File: src/core/tbit_pkg.sv
// package: constants and carrier types of the timebase interval timer
package tbit_pkg;
  // -------------------------------------------------------------
  // counter geometry
  // -------------------------------------------------------------
  localparam int unsigned CNT_WIDTH = 18;  // timebase counter width

  // interval taps: counter bit whose carry marks 2^n oscillator periods
  // (one count = two oscillator periods, so tap bit = n - 2)
  localparam int unsigned IVL_TAP0 = 10;  // 2^12 periods
  localparam int unsigned IVL_TAP1 = 12;  // 2^14 periods
  localparam int unsigned IVL_TAP2 = 14;  // 2^16 periods
  localparam int unsigned IVL_TAP3 = 17;  // 2^19 periods

  // stabilization delay clock taps
  localparam int unsigned STB_TAP0 = 8;   // 2^10 periods
  localparam int unsigned STB_TAP1 = 11;  // 2^13 periods
  localparam int unsigned STB_TAP2 = 13;  // 2^15 periods
  localparam int unsigned STB_TAP3 = 15;  // 2^17 periods

  // interrupt identity toward the interrupt logic
  localparam logic [7:0]  IRQ_NUMBER   = 8'h24;       // request #36
  localparam logic [23:0] IRQ_VECTOR   = 24'hffff6c;  // vector table entry
  localparam logic [3:0]  IRQ_LVL_REG  = 4'hc;        // level register index 12
  localparam logic        IRQ_EXT_SVC  = 1'b0;        // no extended_io_service

  localparam logic [CNT_WIDTH-1:0] CNT_RESET = '0;    // counter reset value

  // tap selection code
  typedef logic [1:0] tbit_sel_t;

  // clocks handed to the consumers
  typedef struct packed {
    logic stbClk;    // stabilization delay tap level
    logic wdtClk;    // watchdog count tap level
    logic wdtCarry;  // one-cycle carry pulse of the watchdog tap
  } tbit_taps_t;

  // interrupt request bundle
  typedef struct packed {
    logic        req;     // request level
    logic [7:0]  number;  // request number
    logic [23:0] vector;  // vector address
    logic [3:0]  lvlReg;  // timebase_irq_level_reg index
    logic        extSvc;  // extended_io_service allowed
  } tbit_irq_t;
endpackage : tbit_pkg

File: src/core/tbit_tap_mux.sv
// tap selector: picks one of four counter bits and flags its falling edge
`timescale 1ns/1ps
`default_nettype none
module tbit_tap_mux #(
  parameter int unsigned WIDTH = tbit_pkg::CNT_WIDTH,
  parameter int unsigned TAP0  = 0,
  parameter int unsigned TAP1  = 1,
  parameter int unsigned TAP2  = 2,
  parameter int unsigned TAP3  = 3
) (
  input  wire logic               sys_clk,
  input  wire logic               reset,
  input  wire logic [WIDTH-1:0]   count,
  input  wire logic [WIDTH-1:0]   countNext,
  input  wire tbit_pkg::tbit_sel_t sel,
  output var  logic               tapLevel,
  output logic                    tapCarry
);
  logic [3:0] tapsNow;   // current tap bits
  logic [3:0] tapsNext;  // tap bits after this edge
  logic       tap_d;     // next registered level
  logic       tap_q;     // registered level

  // -------------------------------------------------------------
  // tap gather
  // -------------------------------------------------------------
  assign tapsNow  = {count[TAP3], count[TAP2], count[TAP1], count[TAP0]};
  assign tapsNext = {countNext[TAP3], countNext[TAP2], countNext[TAP1], countNext[TAP0]};

  // carry: selected bit falls 1 to 0 on the coming edge
  assign tapCarry = tapsNow[sel] & ~tapsNext[sel];

  always_comb begin
    tap_d = tapsNext[sel];  // level follows counter
  end

  always_ff @(posedge sys_clk) begin
    if (reset) begin
      tap_q <= 1'b0;
    end else begin
      tap_q <= tap_d;
    end
  end

  assign tapLevel = tap_q;
endmodule : tbit_tap_mux
`default_nettype wire

File: src/core/timebase_interval_timer.sv
// timebase interval timer: free counter, interval flag and clock taps
`timescale 1ns/1ps
`default_nettype none
// Overview of operation
// - eighteen-bit counter, one step per main clock
// - interval request at one of four taps
// - stabilization delay clock from four taps
// - watchdog count clock from four taps
// - serves stabilization and watchdog logic
// - request presented as number thirty-six
// - fixed vector, level register twelve, no extended_io_service
// - carry feeds watchdog; clearing restarts period
module timebase_interval_timer #(
  parameter int unsigned WIDTH = tbit_pkg::CNT_WIDTH
) (
  input  wire logic                sys_clk,
  input  wire logic                reset,
  input  wire logic                mainClkEn,
  input  wire logic                counterClear,
  input  wire tbit_pkg::tbit_sel_t intervalSel,
  input  wire tbit_pkg::tbit_sel_t stabSel,
  input  wire tbit_pkg::tbit_sel_t wdtSel,
  input  wire logic                irqEnable,
  input  wire logic                irqFlagClear,
  output var  logic [WIDTH-1:0]    count,
  output var  logic                irqFlag,
  output tbit_pkg::tbit_irq_t      irqOut,
  output tbit_pkg::tbit_taps_t     taps
);
  // -------------------------------------------------------------
  // state
  // -------------------------------------------------------------
  logic [WIDTH-1:0] cnt_d;         // counter next value
  logic [WIDTH-1:0] cnt_q;         // counter
  logic             flag_d;        // interval flag next
  logic             flag_q;        // interval flag
  logic             ivlCarry;      // interval tap carry pulse
  logic             stbLevel;      // stabilization tap level
  logic             wdtLevel;      // watchdog tap level
  logic             wdtCarry;      // watchdog tap carry pulse
  logic             ivlCarryRaw;   // interval tap carry before clear gating
  logic             wdtCarryRaw;   // watchdog tap carry before clear gating

  // -------------------------------------------------------------
  // counter next value
  // -------------------------------------------------------------
  // mainClkEn marks each main clock (oscillator / 2) step
  always_comb begin
    cnt_d = cnt_q;
    if (counterClear) begin
      cnt_d = tbit_pkg::CNT_RESET;           // clear restarts every period
    end else if (mainClkEn) begin
      cnt_d = cnt_q + {{(WIDTH-1){1'b0}}, 1'b1};  // free-running step
    end
  end

  always_ff @(posedge sys_clk) begin
    if (reset) begin
      cnt_q <= tbit_pkg::CNT_RESET;
    end else begin
      cnt_q <= cnt_d;
    end
  end

  // -------------------------------------------------------------
  // tap selectors
  // -------------------------------------------------------------
  // interval request tap
  tbit_tap_mux #(
    .WIDTH (WIDTH),
    .TAP0  (tbit_pkg::IVL_TAP0),
    .TAP1  (tbit_pkg::IVL_TAP1),
    .TAP2  (tbit_pkg::IVL_TAP2),
    .TAP3  (tbit_pkg::IVL_TAP3)
  ) u_ivl (
    .sys_clk   (sys_clk),
    .reset     (reset),
    .count     (cnt_q),
    .countNext (cnt_d),
    .sel       (intervalSel),
    .tapLevel  (),
    .tapCarry  (ivlCarryRaw)
  );

  // stabilization delay clock
  tbit_tap_mux #(
    .WIDTH (WIDTH),
    .TAP0  (tbit_pkg::STB_TAP0),
    .TAP1  (tbit_pkg::STB_TAP1),
    .TAP2  (tbit_pkg::STB_TAP2),
    .TAP3  (tbit_pkg::STB_TAP3)
  ) u_stb (
    .sys_clk   (sys_clk),
    .reset     (reset),
    .count     (cnt_q),
    .countNext (cnt_d),
    .sel       (stabSel),
    .tapLevel  (stbLevel),
    .tapCarry  ()
  );

  // watchdog count clock, same taps as interval
  tbit_tap_mux #(
    .WIDTH (WIDTH),
    .TAP0  (tbit_pkg::IVL_TAP0),
    .TAP1  (tbit_pkg::IVL_TAP1),
    .TAP2  (tbit_pkg::IVL_TAP2),
    .TAP3  (tbit_pkg::IVL_TAP3)
  ) u_wdt (
    .sys_clk   (sys_clk),
    .reset     (reset),
    .count     (cnt_q),
    .countNext (cnt_d),
    .sel       (wdtSel),
    .tapLevel  (wdtLevel),
    .tapCarry  (wdtCarryRaw)
  );

  // -------------------------------------------------------------
  // carry gating
  // -------------------------------------------------------------
  // a counter clear drops every tap to zero without a real carry;
  // letting that fall through would set the flag and advance the
  // watchdog, shortening its period instead of restarting it
  assign ivlCarry = ivlCarryRaw & ~counterClear;
  assign wdtCarry = wdtCarryRaw & ~counterClear;

  // -------------------------------------------------------------
  // interval flag
  // -------------------------------------------------------------
  // set wins over a clear in the same cycle
  always_comb begin
    flag_d = flag_q;
    if (irqFlagClear) begin
      flag_d = 1'b0;                         // software clear
    end
    if (ivlCarry) begin
      flag_d = 1'b1;                         // interval reached
    end
  end

  always_ff @(posedge sys_clk) begin
    if (reset) begin
      flag_q <= 1'b0;
    end else begin
      flag_q <= flag_d;
    end
  end

  // -------------------------------------------------------------
  // outputs
  // -------------------------------------------------------------
  assign count   = cnt_q;
  assign irqFlag = flag_q;

  always_comb begin
    irqOut.req    = flag_q & irqEnable;      // gated request
    irqOut.number = tbit_pkg::IRQ_NUMBER;
    irqOut.vector = tbit_pkg::IRQ_VECTOR;
    irqOut.lvlReg = tbit_pkg::IRQ_LVL_REG;
    irqOut.extSvc = tbit_pkg::IRQ_EXT_SVC;
  end

  always_comb begin
    taps.stbClk   = stbLevel;
    taps.wdtClk   = wdtLevel;
    taps.wdtCarry = wdtCarry;                // to watchdog 2-bit counter
  end

  // -------------------------------------------------------------
  // assertions
  // -------------------------------------------------------------
  // counter and taps
  a_count_step: assert property (@(posedge sys_clk) disable iff (reset)
    (mainClkEn && !counterClear) |=> (cnt_q == $past(cnt_q) + 1'b1))
    else $error("counter did not step");
  a_count_hold: assert property (@(posedge sys_clk) disable iff (reset)
    (!mainClkEn && !counterClear) |=> $stable(cnt_q))
    else $error("counter moved without main clock");
  a_clear_restart: assert property (@(posedge sys_clk) disable iff (reset)
    counterClear |=> (cnt_q == '0) ##1 !wdtCarry [*2])
    else $error("clear did not restart count");
  a_wdt_carry: assert property (@(posedge sys_clk) disable iff (reset)
    (wdtSel == 2'h0 && wdtCarry) |=> (cnt_q[tbit_pkg::IVL_TAP0:0] == '0))
    else $error("watchdog carry off tap");
  a_wdt_level: assert property (@(posedge sys_clk) disable iff (reset)
    (wdtSel == 2'h0) |=> (wdtLevel == cnt_q[tbit_pkg::IVL_TAP0]))
    else $error("watchdog tap level wrong");
  a_stb_level: assert property (@(posedge sys_clk) disable iff (reset)
    (stabSel == 2'h0) |=> (stbLevel == cnt_q[tbit_pkg::STB_TAP0]))
    else $error("stabilization tap wrong");
  // flag and request
  a_flag_set: assert property (@(posedge sys_clk) disable iff (reset)
    (mainClkEn && !counterClear && intervalSel == 2'h0
     && cnt_q[tbit_pkg::IVL_TAP0:0] == '1) |=> flag_q)
    else $error("interval flag missed");
  a_flag_top: assert property (@(posedge sys_clk) disable iff (reset)
    (mainClkEn && !counterClear && intervalSel == 2'h3 && cnt_q == '1) |=> flag_q)
    else $error("longest interval flag missed");
  a_clear_no_flag: assert property (@(posedge sys_clk) disable iff (reset)
    (counterClear && !flag_q) |=> !flag_q)
    else $error("counter clear raised the flag");
  a_flag_sticky: assert property (@(posedge sys_clk) disable iff (reset)
    (flag_q && !irqFlagClear) |=> flag_q)
    else $error("flag dropped without clear");
  a_flag_clear: assert property (@(posedge sys_clk) disable iff (reset)
    (irqFlagClear && !ivlCarry) |=> !flag_q)
    else $error("flag clear ignored");
  a_irq_gate: assert property (@(posedge sys_clk) disable iff (reset)
    irqOut.req == (flag_q && irqEnable))
    else $error("request not gated by enable");
  a_irq_ident: assert property (@(posedge sys_clk) disable iff (reset)
    irqOut.number == 8'h24 && irqOut.vector == 24'hffff6c && !irqOut.extSvc)
    else $error("wrong request identity");

  c_flag_set:   cover property (@(posedge sys_clk) disable iff (reset) $rose(flag_q));
  c_irq_out:    cover property (@(posedge sys_clk) disable iff (reset) $rose(irqOut.req));
  c_set_clear:  cover property (@(posedge sys_clk) disable iff (reset) ivlCarry && irqFlagClear);
  c_wdt_carry:  cover property (@(posedge sys_clk) disable iff (reset) wdtCarry);
  c_clear_high: cover property (@(posedge sys_clk) disable iff (reset) counterClear && wdtLevel);
endmodule : timebase_interval_timer
`default_nettype wire

File: config.mk
export PLATFORM = sky130hd
export DESIGN_NAME = timebase_interval_timer
export DESIGN_NICKNAME = d
export VERILOG_FILES = /design/src/core/tbit_pkg.sv /design/src/core/tbit_tap_mux.sv /design/src/core/timebase_interval_timer.sv
export SDC_FILE = /design/constraint.sdc
export NUM_CORES = 1
export LEC_CHECK = 0
export BUFFER_PORTS_ARGS = -buffer_cell sky130_fd_sc_hd__buf_4
export CORE_MARGIN = 4
export CORE_UTILIZATION = 48
export CTS_CLUSTER_DIAMETER = 50
export DETAILED_ROUTE_END_ITERATION = 6
export HOLD_SLACK_MARGIN = 0.15
export PLACE_DENSITY = 0.81
export SLEW_MARGIN = 10
export SYNTH_ARGS = -nofsm -noshare
export SYNTH_HDL_FRONTEND = slang
export SYNTH_HIERARCHICAL = 1
export SYNTH_SLANG_ARGS = --single-unit
File: constraint.sdc
create_clock -name sys_clk -period 3.8 [get_ports sys_clk]
set_clock_uncertainty 0.2 [all_clocks]
set_input_delay 0.38 -clock sys_clk [delete_from_list [all_inputs] [get_ports sys_clk]]
set_output_delay 0.38 -clock sys_clk [all_outputs]
set_load 0.1 [all_outputs]
After elaboration in Yosys (flattened, before gate mapping)
Cells that the tools add are included.
{ "totals": {"input_bits": 12, "out_inout_bits": 60, "register_bits": 21, "wordCells": 33} }
{ "op_classes": {"bitwise": 8, "muxes": 14, "add_sub_neg": 1, "n_reduce_logical": 2, "magnitude_cmp": 3} }
{ "ops": {"columns": ["cell", "n"], "rows": [
  ["$mux W18", 2],
  ["$add A18 B1 Y18 const B", 1],
  ["$bmux W1 S2", 5],
  ["$lt A2 B3 Y1 const B", 3],
  ["$mux W1", 7],
  ["$and A1 B1 Y1", 5],
  ["$not A1 Y1", 3],
  ["$reduce_bool A2 Y1", 1],
  ["$reduce_or A2 Y1", 1]
]} }

Longest topological paths before layout
{ "depth": {"word_depth": 9, "ltp_mapped": 9, "mapped_depth_nobuf": 9} }

By module
Netlist, hierarchy kept.
{ "by_module_without_submodules": {"columns": ["module", "seq_area_each_um2", "area_per_inst_um2", "n_inst", "cells_each"], "rows": [
  ["timebase_interval_timer", 380.4, 1286.2, 1, 164],
  ["tbit_tap_mux", 20.0, 85.1, 3, 5]
]} }

Worst setup path after synthesis
No wires, ideal clock.
{ "synth_timing": {"kind": "reg2out", "from": "reg cnt_q[0] (netlist: count[0])", "to": "out taps[0] (netlist name)", "t_required_ns": 3.220, "path_stages_with_launch": 10, "n_path_buf": 1, "t_arrival_ns": 3.124, "setup_slack_ns": 0.096, "path_cell_list": "dfxtp_1 > ha_1 > nand4_1 > nor4_1 > xnor2_1 > nor2_1 > mux4_2 > nor2b_1 > nor2b_1 > buf_4"} }
{ "synth_between": {"elab_chain_len": 8} }
{ "synth_rtl": {"columns": ["item", "line", "text"], "rows": [
  ["start: declaration", "timebase_interval_timer.sv:34", "logic [WIDTH-1:0] cnt_q;"],
  ["start signal: assignment", "timebase_interval_timer.sv:59", "cnt_q <= tbit_pkg::CNT_RESET;"],
  ["start signal: assignment", "timebase_interval_timer.sv:61", "cnt_q <= cnt_d;"],
  ["$add A18 B1 Y18", "timebase_interval_timer.sv:53", "cnt_d = cnt_q + {{(WIDTH-1){1'b0}}, 1'b1};"],
  ["$mux W18", "timebase_interval_timer.sv:52", "end else if (mainClkEn) begin"],
  ["$mux W18", "timebase_interval_timer.sv:50", "if (counterClear) begin"],
  ["via cnt_d[14]", "timebase_interval_timer.sv:33", "logic [WIDTH-1:0] cnt_d;"],
  ["$bmux W1 S2", "tbit_tap_mux.sv:31", "assign tapCarry = tapsNow[sel] & ~tapsNext[sel];"],
  ["$mux W1 (not written as such)", "tbit_tap_mux.sv:31", null],
  ["$not A1 Y1", "tbit_tap_mux.sv:31", null],
  ["$and A1 B1 Y1", "tbit_tap_mux.sv:31", null],
  ["via wdtCarryRaw", "timebase_interval_timer.sv:42", "logic wdtCarryRaw;"],
  ["$and A1 B1 Y1", "timebase_interval_timer.sv:126", "assign wdtCarry = wdtCarryRaw & ~counterClear;"],
  ["end: declaration", "timebase_interval_timer.sv:28", "output tbit_pkg::tbit_taps_t taps"]
]} }
The timed path passes the listed nets, and every way through them passes these cells. The select of a mux whose other input is x is not followed.

==> metrics.md <==
| Metric | Value |
|---|---|
| Critical path launch point | `count[5]$_SDFF_PP0_` |
| Crit path time final | `3.43 ns` |
| Worst-Skew Late Latency | `0.30 ns` |
| Final setup vio count | `0` |
| Worst reg2reg startpoint | `count[5]$_SDFF_PP0_` |
| Worst VDD drop | `0.149 mV` |
| Via count | `1078` |
| GRT overflow | `0` |
| Startpoint types | `flop` |
| Layout Cells excl Fill | `226` |
| DRT iter0 DRCs | `19` |
| CP Class | `flop to output pin` |
| Max Root-Sink Buffers | `2` |
| Cell count after placement | `219` |
| Drt wl/cell | `11.9 um` |
| Reg2Reg Setup Slack | `0.63 ns` |
| Outcome | `finished clean` |
| Yosys Warn Count | `6` |
| Clk sinks | `21` |
| Die height | `between 60 and 70 um` |
| Root Buffer | `clkbuf_4` |
| Drt via density | `4.77` |
| Post-CTS Setup Bufs | `0` |
| Number of diodes | `0` |
| Most common cell after layout, fill and taps aside | `conb_1` |
| Max Cap Viol | `0` |
| Mapped Avg Cell Area | `8.74 um^2` |
| HP Class | `primary input to flop` |
| CTS tree | `built` |
| RSZ-0062 raised after global routing | `no` |
| Initial antenna violation count | `0` |
| Initial Util | `51.4%` |
| I/O pins | `72` |
| Die X | `62.8 um` |
| Hold buffer count at CTS | `3` |
| Worst Setup EP | `taps[0]` |
| GRT Overall Usage | `13.6%` |
| # port buffers | `34` |
| Post-DP HPWL | `2110 um` |
| RePlAce Congestion | `0.820` |
| PostCTS Resize Cnt | `0` |
| Iteration count of the initial detailed-routing pass | `4` |
| Row cnt | `19` |
| Worst R2R End | `irqFlag$_SDFFE_PP0P_` |
| Post-DRT Antenna Nets | `0` |
| Critical path endpoint category | `output pin` |
| Crit path arrival time | `2.85 ns` |
| Worst slack, placed | `0.690 ns` |
| Setup tns final | `0 ns` |
| H-tree Lvls | `1` |
| Data required, critical path | `3.22 ns` |
| Lkg Pwr | `0.667 nW` |
| Largest net degree at the start of global routing | `19` |
| Commonest non-fill, non-tap cells in the layout | `37 x conb_1, 34 x buf_4, 23 x nor2_1, 21 x dfxtp_1, 12 x xnor2_1` |
| Core Footprint | `2810 um^2` |
| Clock slew at reported path FFs | `0.11 ns` |
| CTS Buf Count | `3` |
| Max Freq | `around 300 MHz` |
| Final slew viol count | `0` |
| Hold Fails Final Rpt | `0` |
| Die area | `a little under 4000 um^2` |
| Power Density | `325 nW/um^2` |
| Worst R2R Path Depth | `9` |
| First-pass GRT wire length | `around 4500 um` |
| Drt drc | `0` |
| Final Net Count | `209` |
| Synth Instances | `~170` |
| Filler cells | `274` |
| Final wirelength | `2690 um` |
| Post-Syn Area | `1440 um^2` |
| Maximum net fanout on the critical path | `7` |
| Share of layout cells above drive strength 1 | `25.6%` |
| Final period util | `90.3%` |
| Area growth from synthesis to layout | `10.8%` |
| Vias in the first global route | `roughly 1000` |
| Setup slack after layout | `0.368 ns` |
==> power breakdown <==
group | leakage, nW | internal, W | switching, W | total, W
Clock | 0.0150 | 0.0000409 | 0.0000645 | 0.000105
Sequential | 0.169 | 0.000221 | 0.00000109 | 0.000222
Combinational | 0.483 | 0.0000141 | 0.000177 | 0.000191
Total | 0.667 | 0.000276 | 0.000243 | 0.000518
==> layer usage <==
metal / routed length, um / track usage [%] / up-vias
li1: - / - / 537
met1: 1180 / 16.8 / 492
met2: 1260 / 23.4 / 44
met3: 206 / 2.70 / 5
met4: 41 / 4.96 / 0
met5: 0 / 0 / -
==> area by class of cell <==
| cell class | count | area (um^2) | area share, % |
|---|---|---|---|
| tap | 31 | 38.8 | 2.43 |
| inverter | 3 | 11.3 | 0.705 |
| multi-input combinational | 130 | 815 | 51.0 |
| sequential | 21 | 420 | 26.3 |
| timing repair buffer | 37 | 285 | 17.9 |
| clock buffer | 4 | 26.3 | 1.65 |
==> worst min path at each step <==
stage / from / endpoint / depth (start not counted)
floorplan: reset / u_stb/tapLevel$_SDFF_PP0_ / 1
global placement: irqFlag$_SDFFE_PP0P_ / irqFlag$_SDFFE_PP0P_ / 2
detailed placement: irqFlag$_SDFFE_PP0P_ / irqFlag$_SDFFE_PP0P_ / 2
CTS: counterClear / count[5]$_SDFF_PP0_ / 2
global route: counterClear / count[1]$_SDFF_PP0_ / 2
finish: counterClear / count[5]$_SDFF_PP0_ / 2
==> metrics by stage <==
stage	utilization [%]	instance area (um^2)	hold slack (ns)	power, W
floorplan	-	1570	0.244	0.000432
global placement	54.9	1540	0.271	0.000415
detailed placement	54.9	1540	0.279	0.000416
CTS	56.9	1600	0.182	0.000522
global route	56.9	1600	0.204	0.000533
finish	56.9	1600	0.185	0.000518
==> state kept, by name, summed over array words and instances, names as in the netlist <==
| register | count |
|---|---|
| irqFlag | 1 |
| count | 18 |
| u_stb/tapLevel | 1 |
| u_wdt/tapLevel | 1 |
==> worst max-delay path: stages (launching register included) <==
cell and delay (ns):
dfxtp_1 0.48, nand3_1 0.16, or3_1 0.40, o41ai_1 0.35, a21oi_1 0.14, mux4_2 0.50
nor2b_1 0.10, nor2b_1 0.12, buf_4 0.29
No activity file was read; power rests on OpenSTA's default activity.
